## src/mcs_pkg.sv

```systemverilog
// Constants shared by the memory control and status register block
// Functional notes
// - control three bit 31 is read-only OR of its sticky error bits
// - control four bit 31 ORs its error bits and the block-state error log
// - nonvolatile writes start only while the update-permit bit is set
// - a refused nonvolatile write sets a sticky bit, write one clears, resets zero
// - seven sticky internal fault bits, cleared by writing ones
// - trigger enable bit acts per trigger config bit 14 (level or one-shot)
// - fifteen-bit read/write trigger configuration field in control three
// - five-bit read/write memory size upper extension in control four
// - two-bit DRAM kind and population bit, read/write, reset zero
// - block read-modify-write check error sets a write-one-clear bit
// - bus protocol violation sets write-one-clear ownership sequence error
// - direct block-state access via port enable and two-bit mode with address register
// - block address register holds bits 31:5, low five bits read zero
// - nonvolatile access register holds eleven-bit address, data byte, start bits
// - data words get single-bit correction and double-bit detection
// - an all-ones or all-zeros code word counts as uncorrectable
// - each six-bit state/commander entry carries five check bits, eleven-bit transfers
// - block-state check bits depend on entry value and block address
// - timeout register logs timed-out command and holds a timeout limit
package mcs_pkg;
	// Register byte offsets in node space
	localparam logic [7:0] OFF_CTL3 = 8'h5C;
	localparam logic [7:0] OFF_CTL4 = 8'h60;
	localparam logic [7:0] OFF_BSDIRECT = 8'h68;
	localparam logic [7:0] OFF_BSTARGET = 8'h6C;
	localparam logic [7:0] OFF_NVCTL = 8'h70;
	localparam logic [7:0] OFF_TMO = 8'h74;
	// Control three fields
	localparam int C3_PERMIT = 30;
	localparam int C3_BADNV = 29;
	localparam int C3_FLT_HI = 22;
	localparam int C3_FLT_LO = 16;
	localparam int C3_TRIGEN = 15;
	localparam int C3_TRIGCFG_HI = 14;
	// Control four fields
	localparam int C4_DIAG = 30;
	localparam int C4_CHKDIS = 29;
	localparam int C4_SIZE_HI = 22;
	localparam int C4_SIZE_LO = 18;
	localparam int C4_KIND_HI = 17;
	localparam int C4_KIND_LO = 16;
	localparam int C4_POP = 15;
	localparam int C4_RMWERR = 14;
	localparam int C4_OWNSEQ = 11;
	localparam int C4_CODE_HI = 10;
	localparam int C4_CODE_LO = 9;
	localparam int C4_ID_HI = 8;
	localparam int C4_ID_LO = 5;
	localparam int C4_CHK_HI = 4;
	// Direct block-state control, address and nonvolatile access fields
	localparam int BS_PE = 31;
	localparam int BS_MODE_HI = 30;
	localparam int BS_MODE_LO = 29;
	localparam int BA_LO = 5;
	localparam int NV_WSTART = 31;
	localparam int NV_RSTART = 30;
	localparam int NV_ADDR_HI = 26;
	localparam int NV_ADDR_LO = 16;
	localparam int NV_DATA_HI = 7;
	// Timeout register fields
	localparam int TO_FLAG = 31;
	localparam int TO_LIM_HI = 15;
	localparam int TO_LIM_LO = 8;
	// Reset values
	localparam logic [14:0] TRIGCFG_RST = 15'h0000;
	localparam logic [7:0] TO_LIM_RST = 8'hFF;
	// Direct block-state access modes
	typedef enum logic [1:0] {
		BSM_OFF = 2'b00,
		BSM_READ = 2'b01,
		BSM_WRITE = 2'b10,
		BSM_SPARE = 2'b11
	} mcs_bsmode_t;
	// Access sequencer states
	typedef enum logic [1:0] {
		ST_IDLE = 2'b00,
		ST_BS = 2'b01,
		ST_NV = 2'b10
	} mcs_state_t;
endpackage : mcs_pkg

```

## src/mcs_ecc_if.sv

```systemverilog
// Signals between the register block and its check-code unit
`timescale 1ns/1ps
`default_nettype none
interface mcs_ecc_if;
	logic [31:0] dWrWord;
	logic [6:0]  dWrChk;
	logic [31:0] dRdWord;
	logic [6:0]  dRdChk;
	logic [31:0] dFixed;
	logic        dSingle;
	logic        dUncorr;
	logic [5:0]  bsGenValue;
	logic [26:0] bsGenAddr;
	logic [4:0]  bsGenChk;
	logic [10:0] rmwEntry;
	logic [26:0] rmwAddr;
	logic        bsChkErr;
	modport ecc (input dWrWord, dRdWord, dRdChk, bsGenValue, bsGenAddr, rmwEntry, rmwAddr,
		output dWrChk, dFixed, dSingle, dUncorr, bsGenChk, bsChkErr);
	modport ctl (output dWrWord, dRdWord, dRdChk, bsGenValue, bsGenAddr, rmwEntry, rmwAddr,
		input dWrChk, dFixed, dSingle, dUncorr, bsGenChk, bsChkErr);
endinterface : mcs_ecc_if
`default_nettype wire

```

## src/mcs_ecc.sv

```systemverilog
// Check-code generation and checking for data words and block-state entries
`timescale 1ns/1ps
`default_nettype none
module mcs_ecc (
	mcs_ecc_if.ecc eb // Check-code signals
);
	// Code-word position of data bit idx (skips powers of two)
	function automatic logic [5:0] dataPos(input int idx);
		int cnt;
		logic [5:0] pos;
		cnt = 0;
		pos = 6'h00;
		for (int k = 3; k < 40; k++) begin
			if ((k & (k - 1)) != 0) begin
				if (cnt == idx) pos = 6'(k);
				cnt++;
			end
		end
		return pos;
	endfunction : dataPos

	// Hamming syndrome contribution of a data word
	function automatic logic [5:0] hamSyn(input logic [31:0] d);
		logic [5:0] s;
		s = 6'h00;
		for (int i = 0; i < 32; i++) begin
			if (d[i]) s = s ^ dataPos(i);
		end
		return s;
	endfunction : hamSyn

	// Flip the data bit named by the syndrome
	function automatic logic [31:0] fixWord(input logic [31:0] d, input logic [5:0] syn);
		logic [31:0] f;
		f = d;
		for (int i = 0; i < 32; i++) begin
			if (dataPos(i) == syn) f[i] = ~d[i];
		end
		return f;
	endfunction : fixWord

	// Block-state check: value Hamming plus folded block address
	function automatic logic [4:0] bsCheck(input logic [5:0] v, input logic [26:0] a);
		logic [4:0] c;
		logic [5:0] p;
		c = 5'h00;
		for (int i = 0; i < 6; i++) begin
			p = dataPos(i);
			if (v[i]) c[3:0] = c[3:0] ^ p[3:0];
		end
		c[4] = ^{v, c[3:0]};
		for (int i = 0; i < 27; i++) begin
			c[i % 5] = c[i % 5] ^ a[i];
		end
		return c;
	endfunction : bsCheck

	logic [5:0] rdSyn;
	logic       rdOdd;
	logic       rdFlat;
	logic [5:0] wrSyn;

	// Data word generation and checking
	// single fix, double detect
	assign wrSyn = hamSyn(eb.dWrWord);
	assign eb.dWrChk = {^{eb.dWrWord, wrSyn}, wrSyn};
	assign rdSyn = hamSyn(eb.dRdWord) ^ eb.dRdChk[5:0];
	assign rdOdd = ^{eb.dRdWord, eb.dRdChk};
	assign eb.dFixed = rdOdd ? fixWord(eb.dRdWord, rdSyn) : eb.dRdWord;
	assign rdFlat = (&{eb.dRdWord, eb.dRdChk}) || !(|{eb.dRdWord, eb.dRdChk});
	assign eb.dSingle = rdOdd && !rdFlat && (rdSyn <= 6'h26);
	assign eb.dUncorr = rdFlat || (!rdOdd && (rdSyn != 6'h00)) || (rdOdd && (rdSyn > 6'h26));

	// Block-state entry generation and checking
	// value and address
	assign eb.bsGenChk = bsCheck(eb.bsGenValue, eb.bsGenAddr);
	assign eb.bsChkErr = bsCheck(eb.rmwEntry[10:5], eb.rmwAddr) != eb.rmwEntry[4:0];
endmodule : mcs_ecc
`default_nettype wire

```

## src/mcs_regs.sv

```systemverilog
// Memory control and status registers with direct block-state and nonvolatile access
`timescale 1ns/1ps
`default_nettype none
module mcs_regs (
	input  wire logic        sys_clk,         // System clock
	input  wire logic        resetn,          // Async reset, active low
	input  wire logic [7:0]  regAddr,         // Node-space byte offset
	input  wire logic        regWrEn,         // Register write strobe
	input  wire logic        regRdEn,         // Register read strobe
	input  wire logic [31:0] regWrData,       // Write data
	output logic      [31:0] regRdData,       // Read data, registered
	output logic             regRdValid,      // Read data valid pulse
	input  wire logic [6:0]  faultSet,        // Internal fault pulses
	input  wire logic        protoViolation,  // Bus protocol violation pulse
	input  wire logic        becErrPending,   // Block-state error log summary
	input  wire logic [13:0] trigCond,        // Trigger conditions
	output logic             trigPulse,       // Trigger output
	output logic      [4:0]  memSizeUpper,    // Memory size extension
	output logic      [1:0]  dramKind,        // DRAM type
	output logic             modulePopulated, // Population flag
	input  wire logic        tmoEvent,        // Command timed out pulse
	input  wire logic [7:0]  tmoCommand,      // Code of timed-out command
	output logic      [7:0]  tmoLimit,        // Timeout limit to counters
	input  wire logic        rmwValid,        // Block RMW entry valid
	input  wire logic [10:0] rmwEntry,        // Block RMW entry read
	input  wire logic [26:0] rmwAddr,         // Block RMW block address
	output logic             bsReq,           // Block-state array request
	output logic             bsWrite,         // Array write when high
	output logic      [26:0] bsAddr,          // Array block address
	output logic      [10:0] bsWData,         // Array write pattern
	input  wire logic        bsAck,           // Array done
	input  wire logic [10:0] bsRData,         // Array read pattern
	output logic             nvReq,           // Nonvolatile request
	output logic             nvWrite,         // Nonvolatile write when high
	output logic      [10:0] nvAddr,          // Nonvolatile location
	output logic      [7:0]  nvWData,         // Nonvolatile write byte
	input  wire logic        nvAck,           // Nonvolatile done
	input  wire logic [7:0]  nvRData,         // Nonvolatile read byte
	input  wire logic        dataRdValid,     // Data word from DRAM valid
	input  wire logic [31:0] dataRdWord,      // Data word from DRAM
	input  wire logic [6:0]  dataRdChk,       // Stored check bits
	output logic             dataOutValid,    // Checked word valid
	output logic      [31:0] dataOutWord,     // Corrected word
	output logic             dataCorrected,   // Single-bit fixed
	output logic             dataUncorr,      // Uncorrectable
	input  wire logic [31:0] dataWrWord,      // Word to store
	output logic      [6:0]  dataWrChk        // Its check bits
);
	mcs_pkg::mcs_state_t st_q, st_d;
	logic        wr3, wr4, wrBs, wrBa, wrNv, wrTo, idle;
	logic        nvWrReq, nvRdReq, nvWrBlocked, nvLaunch, bsLaunch, trigFire;
	logic        ctl3Sum, ctl4Sum, rmwBad;
	logic [1:0]  wrMode;
	logic [31:0] ctl3Rd, ctl4Rd, bsRdv, baRd, nvRd, toRd, rdMux;
	logic        permit_q, badNv_q, trigEn_q, trigPulse_q;
	logic [6:0]  flt_q;
	logic [14:0] trigCfg_q;
	logic        diag_q, chkDis_q, pop_q, rmwErr_q, ownSeq_q, pe_q, bsWr_q, nvWr_q;
	logic [4:0]  size_q, dChk_q;
	logic [1:0]  kind_q, code_q, mode_q;
	logic [3:0]  id_q;
	logic [10:0] bsRd_q, bsWData_q, nvAddr_q;
	logic [26:0] blkAddr_q;
	logic [7:0]  nvData_q, tmoCmd_q, tmoLim_q;
	logic        tmoFlag_q;
	logic [31:0] rdData_q, dOut_q;
	logic        rdValid_q, dOutV_q, dCor_q, dUnc_q;
	logic [6:0]  dWrChk_q;

	mcs_ecc_if eif ();

	// Check-code unit hookup
	assign eif.dWrWord = dataWrWord;
	assign eif.dRdWord = dataRdWord;
	assign eif.dRdChk = dataRdChk;
	assign eif.bsGenValue = {code_q, id_q};
	assign eif.bsGenAddr = blkAddr_q;
	assign eif.rmwEntry = rmwEntry;
	assign eif.rmwAddr = rmwAddr;
	mcs_ecc u_ecc (
		.eb (eif.ecc)
	);

	// Address decode and launch conditions
	assign wr3 = regWrEn && (regAddr == mcs_pkg::OFF_CTL3);
	assign wr4 = regWrEn && (regAddr == mcs_pkg::OFF_CTL4);
	assign wrBs = regWrEn && (regAddr == mcs_pkg::OFF_BSDIRECT);
	assign wrBa = regWrEn && (regAddr == mcs_pkg::OFF_BSTARGET);
	assign wrNv = regWrEn && (regAddr == mcs_pkg::OFF_NVCTL);
	assign wrTo = regWrEn && (regAddr == mcs_pkg::OFF_TMO);
	assign idle = (st_q == mcs_pkg::ST_IDLE);
	assign wrMode = regWrData[mcs_pkg::BS_MODE_HI:mcs_pkg::BS_MODE_LO];
	assign nvWrReq = wrNv && regWrData[mcs_pkg::NV_WSTART];
	assign nvRdReq = wrNv && regWrData[mcs_pkg::NV_RSTART] && !regWrData[mcs_pkg::NV_WSTART];
	assign nvWrBlocked = nvWrReq && !permit_q;
	assign nvLaunch = idle && ((nvWrReq && permit_q) || nvRdReq);
	assign bsLaunch = idle && wrBs && regWrData[mcs_pkg::BS_PE]
		&& ((wrMode == mcs_pkg::BSM_READ) || (wrMode == mcs_pkg::BSM_WRITE));
	assign rmwBad = rmwValid && eif.bsChkErr && !chkDis_q;
	assign trigFire = trigEn_q && (|(trigCond & trigCfg_q[13:0]));

	// Error summaries
	// control three summary
	assign ctl3Sum = badNv_q || (|flt_q);
	assign ctl4Sum = rmwErr_q || ownSeq_q || becErrPending;

	// Read images, reserved bits zero
	// reserved read zero
	assign ctl3Rd = {ctl3Sum, permit_q, badNv_q, 6'h00, flt_q, trigEn_q, trigCfg_q};
	assign ctl4Rd = {ctl4Sum, diag_q, chkDis_q, 6'h00, size_q, kind_q, pop_q, rmwErr_q,
		2'h0, ownSeq_q, code_q, id_q, dChk_q};
	assign bsRdv = {pe_q, mode_q, 18'h00000, bsRd_q};
	assign baRd = {blkAddr_q, 5'h00};
	assign nvRd = {(st_q == mcs_pkg::ST_NV) && nvWr_q, (st_q == mcs_pkg::ST_NV) && !nvWr_q,
		3'h0, nvAddr_q, 8'h00, nvData_q};
	assign toRd = {tmoFlag_q, 15'h0000, tmoLim_q, tmoCmd_q};
	assign rdMux = (regAddr == mcs_pkg::OFF_CTL3) ? ctl3Rd :
		(regAddr == mcs_pkg::OFF_CTL4) ? ctl4Rd :
		(regAddr == mcs_pkg::OFF_BSDIRECT) ? bsRdv :
		(regAddr == mcs_pkg::OFF_BSTARGET) ? baRd :
		(regAddr == mcs_pkg::OFF_NVCTL) ? nvRd :
		(regAddr == mcs_pkg::OFF_TMO) ? toRd : 32'h00000000;

	// Access sequencer next state
	always_comb begin
		st_d = st_q;
		unique case (st_q)
			mcs_pkg::ST_IDLE: begin
				if (bsLaunch) st_d = mcs_pkg::ST_BS;
				else if (nvLaunch) st_d = mcs_pkg::ST_NV;
			end
			mcs_pkg::ST_BS: if (bsAck) st_d = mcs_pkg::ST_IDLE;
			mcs_pkg::ST_NV: if (nvAck) st_d = mcs_pkg::ST_IDLE;
			default: st_d = mcs_pkg::ST_IDLE;
		endcase
	end

	// Sequencer state and read port
	always_ff @(posedge sys_clk or negedge resetn) begin
		if (!resetn) begin
			st_q <= mcs_pkg::ST_IDLE;
			rdData_q <= 32'h00000000;
			rdValid_q <= 1'b0;
		end else begin
			st_q <= st_d;
			rdData_q <= regRdEn ? rdMux : rdData_q;
			rdValid_q <= regRdEn;
		end
	end

	// Control three
	always_ff @(posedge sys_clk or negedge resetn) begin
		if (!resetn) begin
			permit_q <= 1'b0;
			badNv_q <= 1'b0;
			flt_q <= 7'h00;
			trigEn_q <= 1'b0;
			trigCfg_q <= mcs_pkg::TRIGCFG_RST;
			trigPulse_q <= 1'b0;
		end else begin
			permit_q <= wr3 ? regWrData[mcs_pkg::C3_PERMIT] : permit_q;
			badNv_q <= nvWrBlocked || (badNv_q && !(wr3 && regWrData[mcs_pkg::C3_BADNV]));
			flt_q <= faultSet | (flt_q & ~(wr3 ? regWrData[mcs_pkg::C3_FLT_HI:mcs_pkg::C3_FLT_LO]
				: 7'h00));
			trigEn_q <= wr3 ? regWrData[mcs_pkg::C3_TRIGEN]
				: (trigEn_q && !(trigFire && trigCfg_q[14]));
			trigCfg_q <= wr3 ? regWrData[mcs_pkg::C3_TRIGCFG_HI:0] : trigCfg_q;
			trigPulse_q <= trigFire;
		end
	end

	// Control four
	always_ff @(posedge sys_clk or negedge resetn) begin
		if (!resetn) begin
			{diag_q, chkDis_q, pop_q, rmwErr_q, ownSeq_q} <= 5'h00;
			{size_q, kind_q, code_q, id_q, dChk_q} <= 18'h00000;
		end else begin
			if (wr4) begin
				diag_q <= regWrData[mcs_pkg::C4_DIAG];
				chkDis_q <= regWrData[mcs_pkg::C4_CHKDIS];
				size_q <= regWrData[mcs_pkg::C4_SIZE_HI:mcs_pkg::C4_SIZE_LO];
				kind_q <= regWrData[mcs_pkg::C4_KIND_HI:mcs_pkg::C4_KIND_LO];
				pop_q <= regWrData[mcs_pkg::C4_POP];
				code_q <= regWrData[mcs_pkg::C4_CODE_HI:mcs_pkg::C4_CODE_LO];
				id_q <= regWrData[mcs_pkg::C4_ID_HI:mcs_pkg::C4_ID_LO];
				dChk_q <= regWrData[mcs_pkg::C4_CHK_HI:0];
			end
			rmwErr_q <= rmwBad || (rmwErr_q && !(wr4 && regWrData[mcs_pkg::C4_RMWERR]));
			ownSeq_q <= protoViolation || (ownSeq_q && !(wr4 && regWrData[mcs_pkg::C4_OWNSEQ]));
		end
	end

	// Direct block-state port
	always_ff @(posedge sys_clk or negedge resetn) begin
		if (!resetn) begin
			{pe_q, mode_q, bsWr_q} <= 4'h0;
			bsRd_q <= 11'h000;
			bsWData_q <= 11'h000;
			blkAddr_q <= 27'h0000000;
		end else begin
			pe_q <= wrBs ? regWrData[mcs_pkg::BS_PE] : pe_q;
			mode_q <= wrBs ? wrMode : mode_q;
			blkAddr_q <= wrBa ? regWrData[31:mcs_pkg::BA_LO] : blkAddr_q;
			if (bsLaunch) begin
				bsWr_q <= (wrMode == mcs_pkg::BSM_WRITE);
				bsWData_q <= {code_q, id_q, diag_q ? dChk_q : eif.bsGenChk};
			end
			if ((st_q == mcs_pkg::ST_BS) && bsAck && !bsWr_q) bsRd_q <= bsRData;
		end
	end

	// Nonvolatile access and timeout registers
	always_ff @(posedge sys_clk or negedge resetn) begin
		if (!resetn) begin
			nvAddr_q <= 11'h000;
			nvData_q <= 8'h00;
			nvWr_q <= 1'b0;
			tmoFlag_q <= 1'b0;
			tmoCmd_q <= 8'h00;
			tmoLim_q <= mcs_pkg::TO_LIM_RST;
		end else begin
			if (wrNv) begin
				nvAddr_q <= regWrData[mcs_pkg::NV_ADDR_HI:mcs_pkg::NV_ADDR_LO];
				nvData_q <= regWrData[mcs_pkg::NV_DATA_HI:0];
			end else if ((st_q == mcs_pkg::ST_NV) && nvAck && !nvWr_q) begin
				nvData_q <= nvRData;
			end
			if (nvLaunch) nvWr_q <= nvWrReq;
			tmoFlag_q <= tmoEvent || (tmoFlag_q && !(wrTo && regWrData[mcs_pkg::TO_FLAG]));
			if (tmoEvent && !tmoFlag_q) tmoCmd_q <= tmoCommand;
			tmoLim_q <= wrTo ? regWrData[mcs_pkg::TO_LIM_HI:mcs_pkg::TO_LIM_LO] : tmoLim_q;
		end
	end

	// Checked data path
	always_ff @(posedge sys_clk or negedge resetn) begin
		if (!resetn) begin
			{dOutV_q, dCor_q, dUnc_q} <= 3'h0;
			dOut_q <= 32'h00000000;
			dWrChk_q <= 7'h00;
		end else begin
			dOutV_q <= dataRdValid;
			dOut_q <= eif.dFixed;
			dCor_q <= dataRdValid && eif.dSingle;
			dUnc_q <= dataRdValid && eif.dUncorr;
			dWrChk_q <= eif.dWrChk;
		end
	end

	// Outputs
	assign regRdData = rdData_q;
	assign regRdValid = rdValid_q;
	assign trigPulse = trigPulse_q;
	assign memSizeUpper = size_q;
	assign dramKind = kind_q;
	assign modulePopulated = pop_q;
	assign tmoLimit = tmoLim_q;
	assign bsReq = (st_q == mcs_pkg::ST_BS);
	assign bsWrite = bsWr_q;
	assign bsAddr = blkAddr_q;
	assign bsWData = bsWData_q;
	assign nvReq = (st_q == mcs_pkg::ST_NV);
	assign nvWrite = nvWr_q;
	assign nvAddr = nvAddr_q;
	assign nvWData = nvData_q;
	assign dataOutValid = dOutV_q;
	assign dataOutWord = dOut_q;
	assign dataCorrected = dCor_q;
	assign dataUncorr = dUnc_q;
	assign dataWrChk = dWrChk_q;

	// Checks
	property p_ctl3_sum;
		@(posedge sys_clk) disable iff (!resetn)
		(regRdEn && regAddr == mcs_pkg::OFF_CTL3) |=>
			regRdData[31] == ($past(badNv_q) || ($past(flt_q) != 7'h00));
	endproperty
	a_ctl3_sum: assert property (p_ctl3_sum) else $error("ctl3 summary wrong");
	property p_ctl4_sum;
		@(posedge sys_clk) disable iff (!resetn)
		(regRdEn && regAddr == mcs_pkg::OFF_CTL4 && becErrPending) |=> regRdData[31];
	endproperty
	a_ctl4_sum: assert property (p_ctl4_sum) else $error("ctl4 summary wrong");
	property p_nv_permit;
		@(posedge sys_clk) disable iff (!resetn)
		(nvReq && nvWrite) |-> $past(permit_q, 1) || $past(nvReq, 1);
	endproperty
	a_nv_permit: assert property (p_nv_permit) else $error("nv write without permit");
	property p_nv_refuse;
		@(posedge sys_clk) disable iff (!resetn)
		(wrNv && regWrData[31] && !permit_q) |=> badNv_q;
	endproperty
	a_nv_refuse: assert property (p_nv_refuse) else $error("refused write not flagged");
	property p_fault_set;
		@(posedge sys_clk) disable iff (!resetn)
		faultSet[0] |=> flt_q[0];
	endproperty
	a_fault_set: assert property (p_fault_set) else $error("fault bit lost");
	property p_rmw_err;
		@(posedge sys_clk) disable iff (!resetn)
		(rmwValid && eif.bsChkErr && !chkDis_q) |=> rmwErr_q;
	endproperty
	a_rmw_err: assert property (p_rmw_err) else $error("rmw error not set");
	property p_own_seq;
		@(posedge sys_clk) disable iff (!resetn)
		protoViolation |=> ownSeq_q ##1 (ownSeq_q || $past(wr4, 1));
	endproperty
	a_own_seq: assert property (p_own_seq) else $error("protocol error lost");
	property p_bs_hold;
		@(posedge sys_clk) disable iff (!resetn)
		(bsReq && !bsAck) |=> bsReq && $stable(bsWData) && $stable(bsWrite);
	endproperty
	a_bs_hold: assert property (p_bs_hold) else $error("block request dropped");
	property p_blk_low;
		@(posedge sys_clk) disable iff (!resetn)
		(regRdEn && regAddr == mcs_pkg::OFF_BSTARGET) |=> regRdData[4:0] == 5'h00;
	endproperty
	a_blk_low: assert property (p_blk_low) else $error("address low bits set");
	property p_w1c_zero;
		@(posedge sys_clk) disable iff (!resetn)
		(wr3 && !regWrData[29] && badNv_q) |=> badNv_q;
	endproperty
	a_w1c_zero: assert property (p_w1c_zero) else $error("zero write cleared bit");
endmodule : mcs_regs
`default_nettype wire

```

## config.mk

```make
export PLATFORM = sky130hd
export DESIGN_NAME = mcs_regs
export DESIGN_NICKNAME = d
export VERILOG_FILES = /design/src/mcs_pkg.sv /design/src/mcs_ecc_if.sv /design/src/mcs_ecc.sv /design/src/mcs_regs.sv
export SDC_FILE = /design/constraint.sdc
export NUM_CORES = 1
export LEC_CHECK = 0
export BUFFER_PORTS_ARGS = -buffer_cell sky130_fd_sc_hd__buf_2
export CELL_PAD_IN_SITES_DETAIL_PLACEMENT = 1
export CELL_PAD_IN_SITES_GLOBAL_PLACEMENT = 2
export CORE_UTILIZATION = 29
export CTS_CLUSTER_SIZE = 12
export DETAILED_ROUTE_END_ITERATION = 10
export GPL_ROUTABILITY_DRIVEN = 1
export PLACE_DENSITY_LB_ADDON = 0.25
export SLEW_MARGIN = 20
export SYNTH_ARGS = -nofsm -noshare
export SYNTH_HDL_FRONTEND = slang
export SYNTH_SLANG_ARGS = --single-unit
```

## constraint.sdc

```tcl
create_clock -name sys_clk -period 1.7 [get_ports sys_clk]
set_input_delay 0 -clock sys_clk [delete_from_list [all_inputs] [get_ports sys_clk]]
set_output_delay 0 -clock sys_clk [all_outputs]
set_load 0.02 [all_outputs]
```

==> metrics <==
status finished, violations left; failing checks negative hold slack, negative setup slack; Remaining DRCs 0; max incr delay on CP 0.30 ns; ys flop type dfrtp_1; peak supply drop 634 µV; die span in y 203 µm; switch share 33.9%; CP Launch Type primary input; Simple-Gate Fraction of Synth Area about 9.6%; fin area 18300 µm²; CP max-delay cell xnor3_1; Core ar. 39800 µm²; endpoint type of the worst setup path register; num ports approximately 360; combinational power share 40.7%; Reg2Reg Depth 8; CP cell instances buf_12 > inv_12 > ha_4 > xnor3_1 > xnor3_2 > xnor2_4 > xnor2_4 > buf_6 > mux2i_4 > buf_12 > nand3_1 > xnor2_1; DRT iter0 DRCs approximately 480; post-synth top area share 44.3%; sequential share of the synthesized area between 40% and 50%; Register Area 5420 µm²; Post-Syn Instances 1028; synth cell count leaders dfrtp_1 (208), xnor2_1 (167), mux2_2 (115); # Max-Cap Violations 0; initial antenna violation count 2; H-Tree Depth 1; CP max FO 10; fin nets around 1900; die area 41300 µm²; placed instance area 15700 µm²; LEAKAGE between 8 and 9 nW; Final period util 106%; Synthesis Warnings 0; vias per cell around 4.8; Clock Tree Root clkbuf_16; CTS Buf Count 27; top cells by area, synth dfrtp_1 (44%), xnor2_1 (12%), mux2_2 (11%); syn nets 1249; minimum clock period approximately 1.8 ns; flops & latches, synth about 220; width of the die a little over 200 µm; Clock transition at path regs 0.05 ns; Final Worst Setup Slack -0.0970 ns; port buffer count 360; filler cell count 4423; CTS tree built; Hold Slack -0.00405 ns; WP data arrival 2.21 ns; Clock power frac 29.2%; Psw 6.58 mW; max-slew violations 0; largest family of logic cells by synthesized area XOR/XNOR gates; First-pass DRT Iterations 7; pre-CTS setup slack -0.724 ns; DR vias approximately 11000; Initial Utilization 29.5%; reg-to-reg startpoint id_q[3]$_DFFE_PN0P_; Setup CP Type in2reg; r2r endpoint bsWData[0]$_DFFE_PN0P_; grt total ovfl 0; setup tns final -1.51 ns; wire length per cell ~21 µm; Flop pwr share between 30% and 40%; dpl cells 2044; Synth async-reset ratio 100%; maximum clock path buffer count 3; clock skew 0.00712 ns; largest net degree at the start of global routing 55; Internal roughly 13 mW; Detailed Place HPWL 36.0 mm; row count 73; Pwr Density 1060 nW/µm²; most numerous cell in the Yosys netlist dfrtp_1; share of layout cells above drive strength 1 48.7%; Routed Antenna Nets 0; unrepaired setup endpoints after global routing true; fin cells 2216; first-pass GRT wire length 70.0 mm; fmax 556 MHz; gr usage total 22.4%; Post-Route WL 47.2 mm; fraction of synthesized cell area in xor and xnor cells 19.9%; Syn Area/Cell roughly 11 µm²; GPL Wtd Cong a little under 0.9; final setup vio count 31; Data required, critical path 2.11 ns; Post-synth EDFFs 0; Synth-to-Final Area Change 56.1%; Yosys top cell by area dfrtp_1; Reg2Reg Setup Slack 0.03 ns; Yosys cell types 63; Synth Area in Compound Gates 7.59%; mux cell area share after synthesis 12.6%; area of the multi-input gates 6640 µm²; clock sink count about 220; final hold violation count 3; actual slew at the worst max-slew pin 0.591 ns; Synth Area in Adders 1.38%; vias in the first global route 11300; Max transition margin between 60% and 70%; Core Util, Final 46.1%; Hold WC Path Type in2async; Post-Syn Area about 12000 µm²; overall power 19.4 mW; insertion delay to the later sink of the worst-skew pair around 0.53 ns
[timing repair]
action,in CTS,in global routing
endpoints found under the hold margin,387,1
hold buffers,114,1
resized for setup,33,61
pin swaps,21,32
cloned,1,0
buffers inserted,5,1
endpoints found under the setup margin,38,48
[how the worst max path moves through the flow]
stage / startpoint / endpoint / slack [ns] / depth (start not counted)
4_1_cts: dataRdChk[1] / dataOutWord[19]$_DFF_PN0_ / -0.09 / 12
3_5_place_dp: dataRdChk[0] / dataOutWord[11]$_DFF_PN0_ / -0.72 / 11
5_1_grt: dataRdChk[0] / dataOutWord[4]$_DFF_PN0_ / -0.17 / 12
6_report: dataRdChk[0] / dataOutWord[4]$_DFF_PN0_ / -0.1 / 12
3_3_place_gp: dataRdChk[0] / dataOutWord[12]$_DFF_PN0_ / -0.68 / 11
2_1_floorplan: dataRdChk[0] / dataOutWord[0]$_DFF_PN0_ / -0.43 / 10
[placed cells by master (no fill, tap or decap), types with 7 or more instances in the layout]
cell / netlist / routed
clkbuf_1: 37 / 12
nor2_1: 62 / 53
clkbuf_16: 0 / 27
a21oi_1: 28 / 24
nand3_1: 44 / 20
buf_12: 0 / 15
dfrtp_1: 208 / 206
nand3_4: 0 / 10
dlygate4sd3_1: 0 / 115
dfstp_2: 8 / 8
buf_2: 4 / 356
a21o_1: 10 / 10
xnor2_1: 167 / 145
xnor3_1: 14 / 10
a222oi_1: 12 / 12
mux2i_1: 14 / 14
a221oi_1: 9 / 7
o21ai_0: 30 / 27
xnor3_2: 4 / 8
nand4_1: 9 / 9
a22oi_1: 14 / 14
inv_1: 26 / 22
nand2b_1: 11 / 10
buf_4: 4 / 171
ha_1: 13 / 10
xor2_1: 35 / 30
nand3_2: 0 / 14
xnor2_2: 0 / 20
nand2_1: 56 / 54
a31oi_1: 15 / 15
mux2_2: 115 / 115
[layer usage]
metal | part of all wire (%) | up-vias | track usage (%)
met1 | 42 | 5355 | 28.5
met4 | 2.8 | 2 | 6.07
met2 | 50 | 287 | 39.0
li1 | - | 4874 | -
met5 | 0.028 | - | 0
met3 | 5.2 | 69 | 3.88
[power by group through the flow]
stage          clock network, mW  registers, mW  logic (mW)
3_5_place_dp                   0           5.93        6.68
6_report                    5.67           5.85        7.89
5_1_grt                     6.04           5.90        8.42
2_1_floorplan                  0           6.29        3.60
4_1_cts                     5.82           5.85        7.41
3_3_place_gp                   0           5.93        6.57
[area by class of cell]
cell class | count | area share, %
inverters | 26 | 0.614
multi-input cells | 733 | 36.2
clock buffers | 44 | 4.30
repair buffers | 666 | 25.3
clock inverters | 5 | 0.430
diodes | 1 | 0.0136
well taps | 525 | 3.58
flip-flops and latches | 216 | 29.5
[critical path: cells and delay by family]
kind,cells,cell delay [ns]
muxes,1,0.27
buffers and inverters,4,0.44
and+or+nand+nor,1,0.09
adders and majority gates,1,0.25
xor gates and xnor gates,5,1.14
[logic make-up (layout without fill, tap and decap cells)]
| kind of cell | Yosys count | after routing |
|---|---|---|
| and+or+nand+nor | 228 | 228 |
| xor gates and xnor gates | 226 | 226 |
| DFF | 216 | 216 |
| AOI/OAI and AO/OA | 135 | 135 |
| muxes | 131 | 131 |
| buffers and inverters | 79 | 741 |
| adders and majority gates | 13 | 13 |
| other | 0 | 1 |
[sequential cells by signal, indices dropped and copies added, names as in the netlist, 4 cells and up]
name	flops
id_q	4
memSizeUpper	5
regRdData	32
trigCfg_q	15
bsRd_q	11
dataWrChk	7
bsAddr	27
bsWData	11
tmoCmd_q	8
nvAddr	11
flt_q	7
nvWData	8
dChk_q	5
tmoLimit	8
dataOutWord	32
Note: power is estimated with default switching activity, not from simulation.
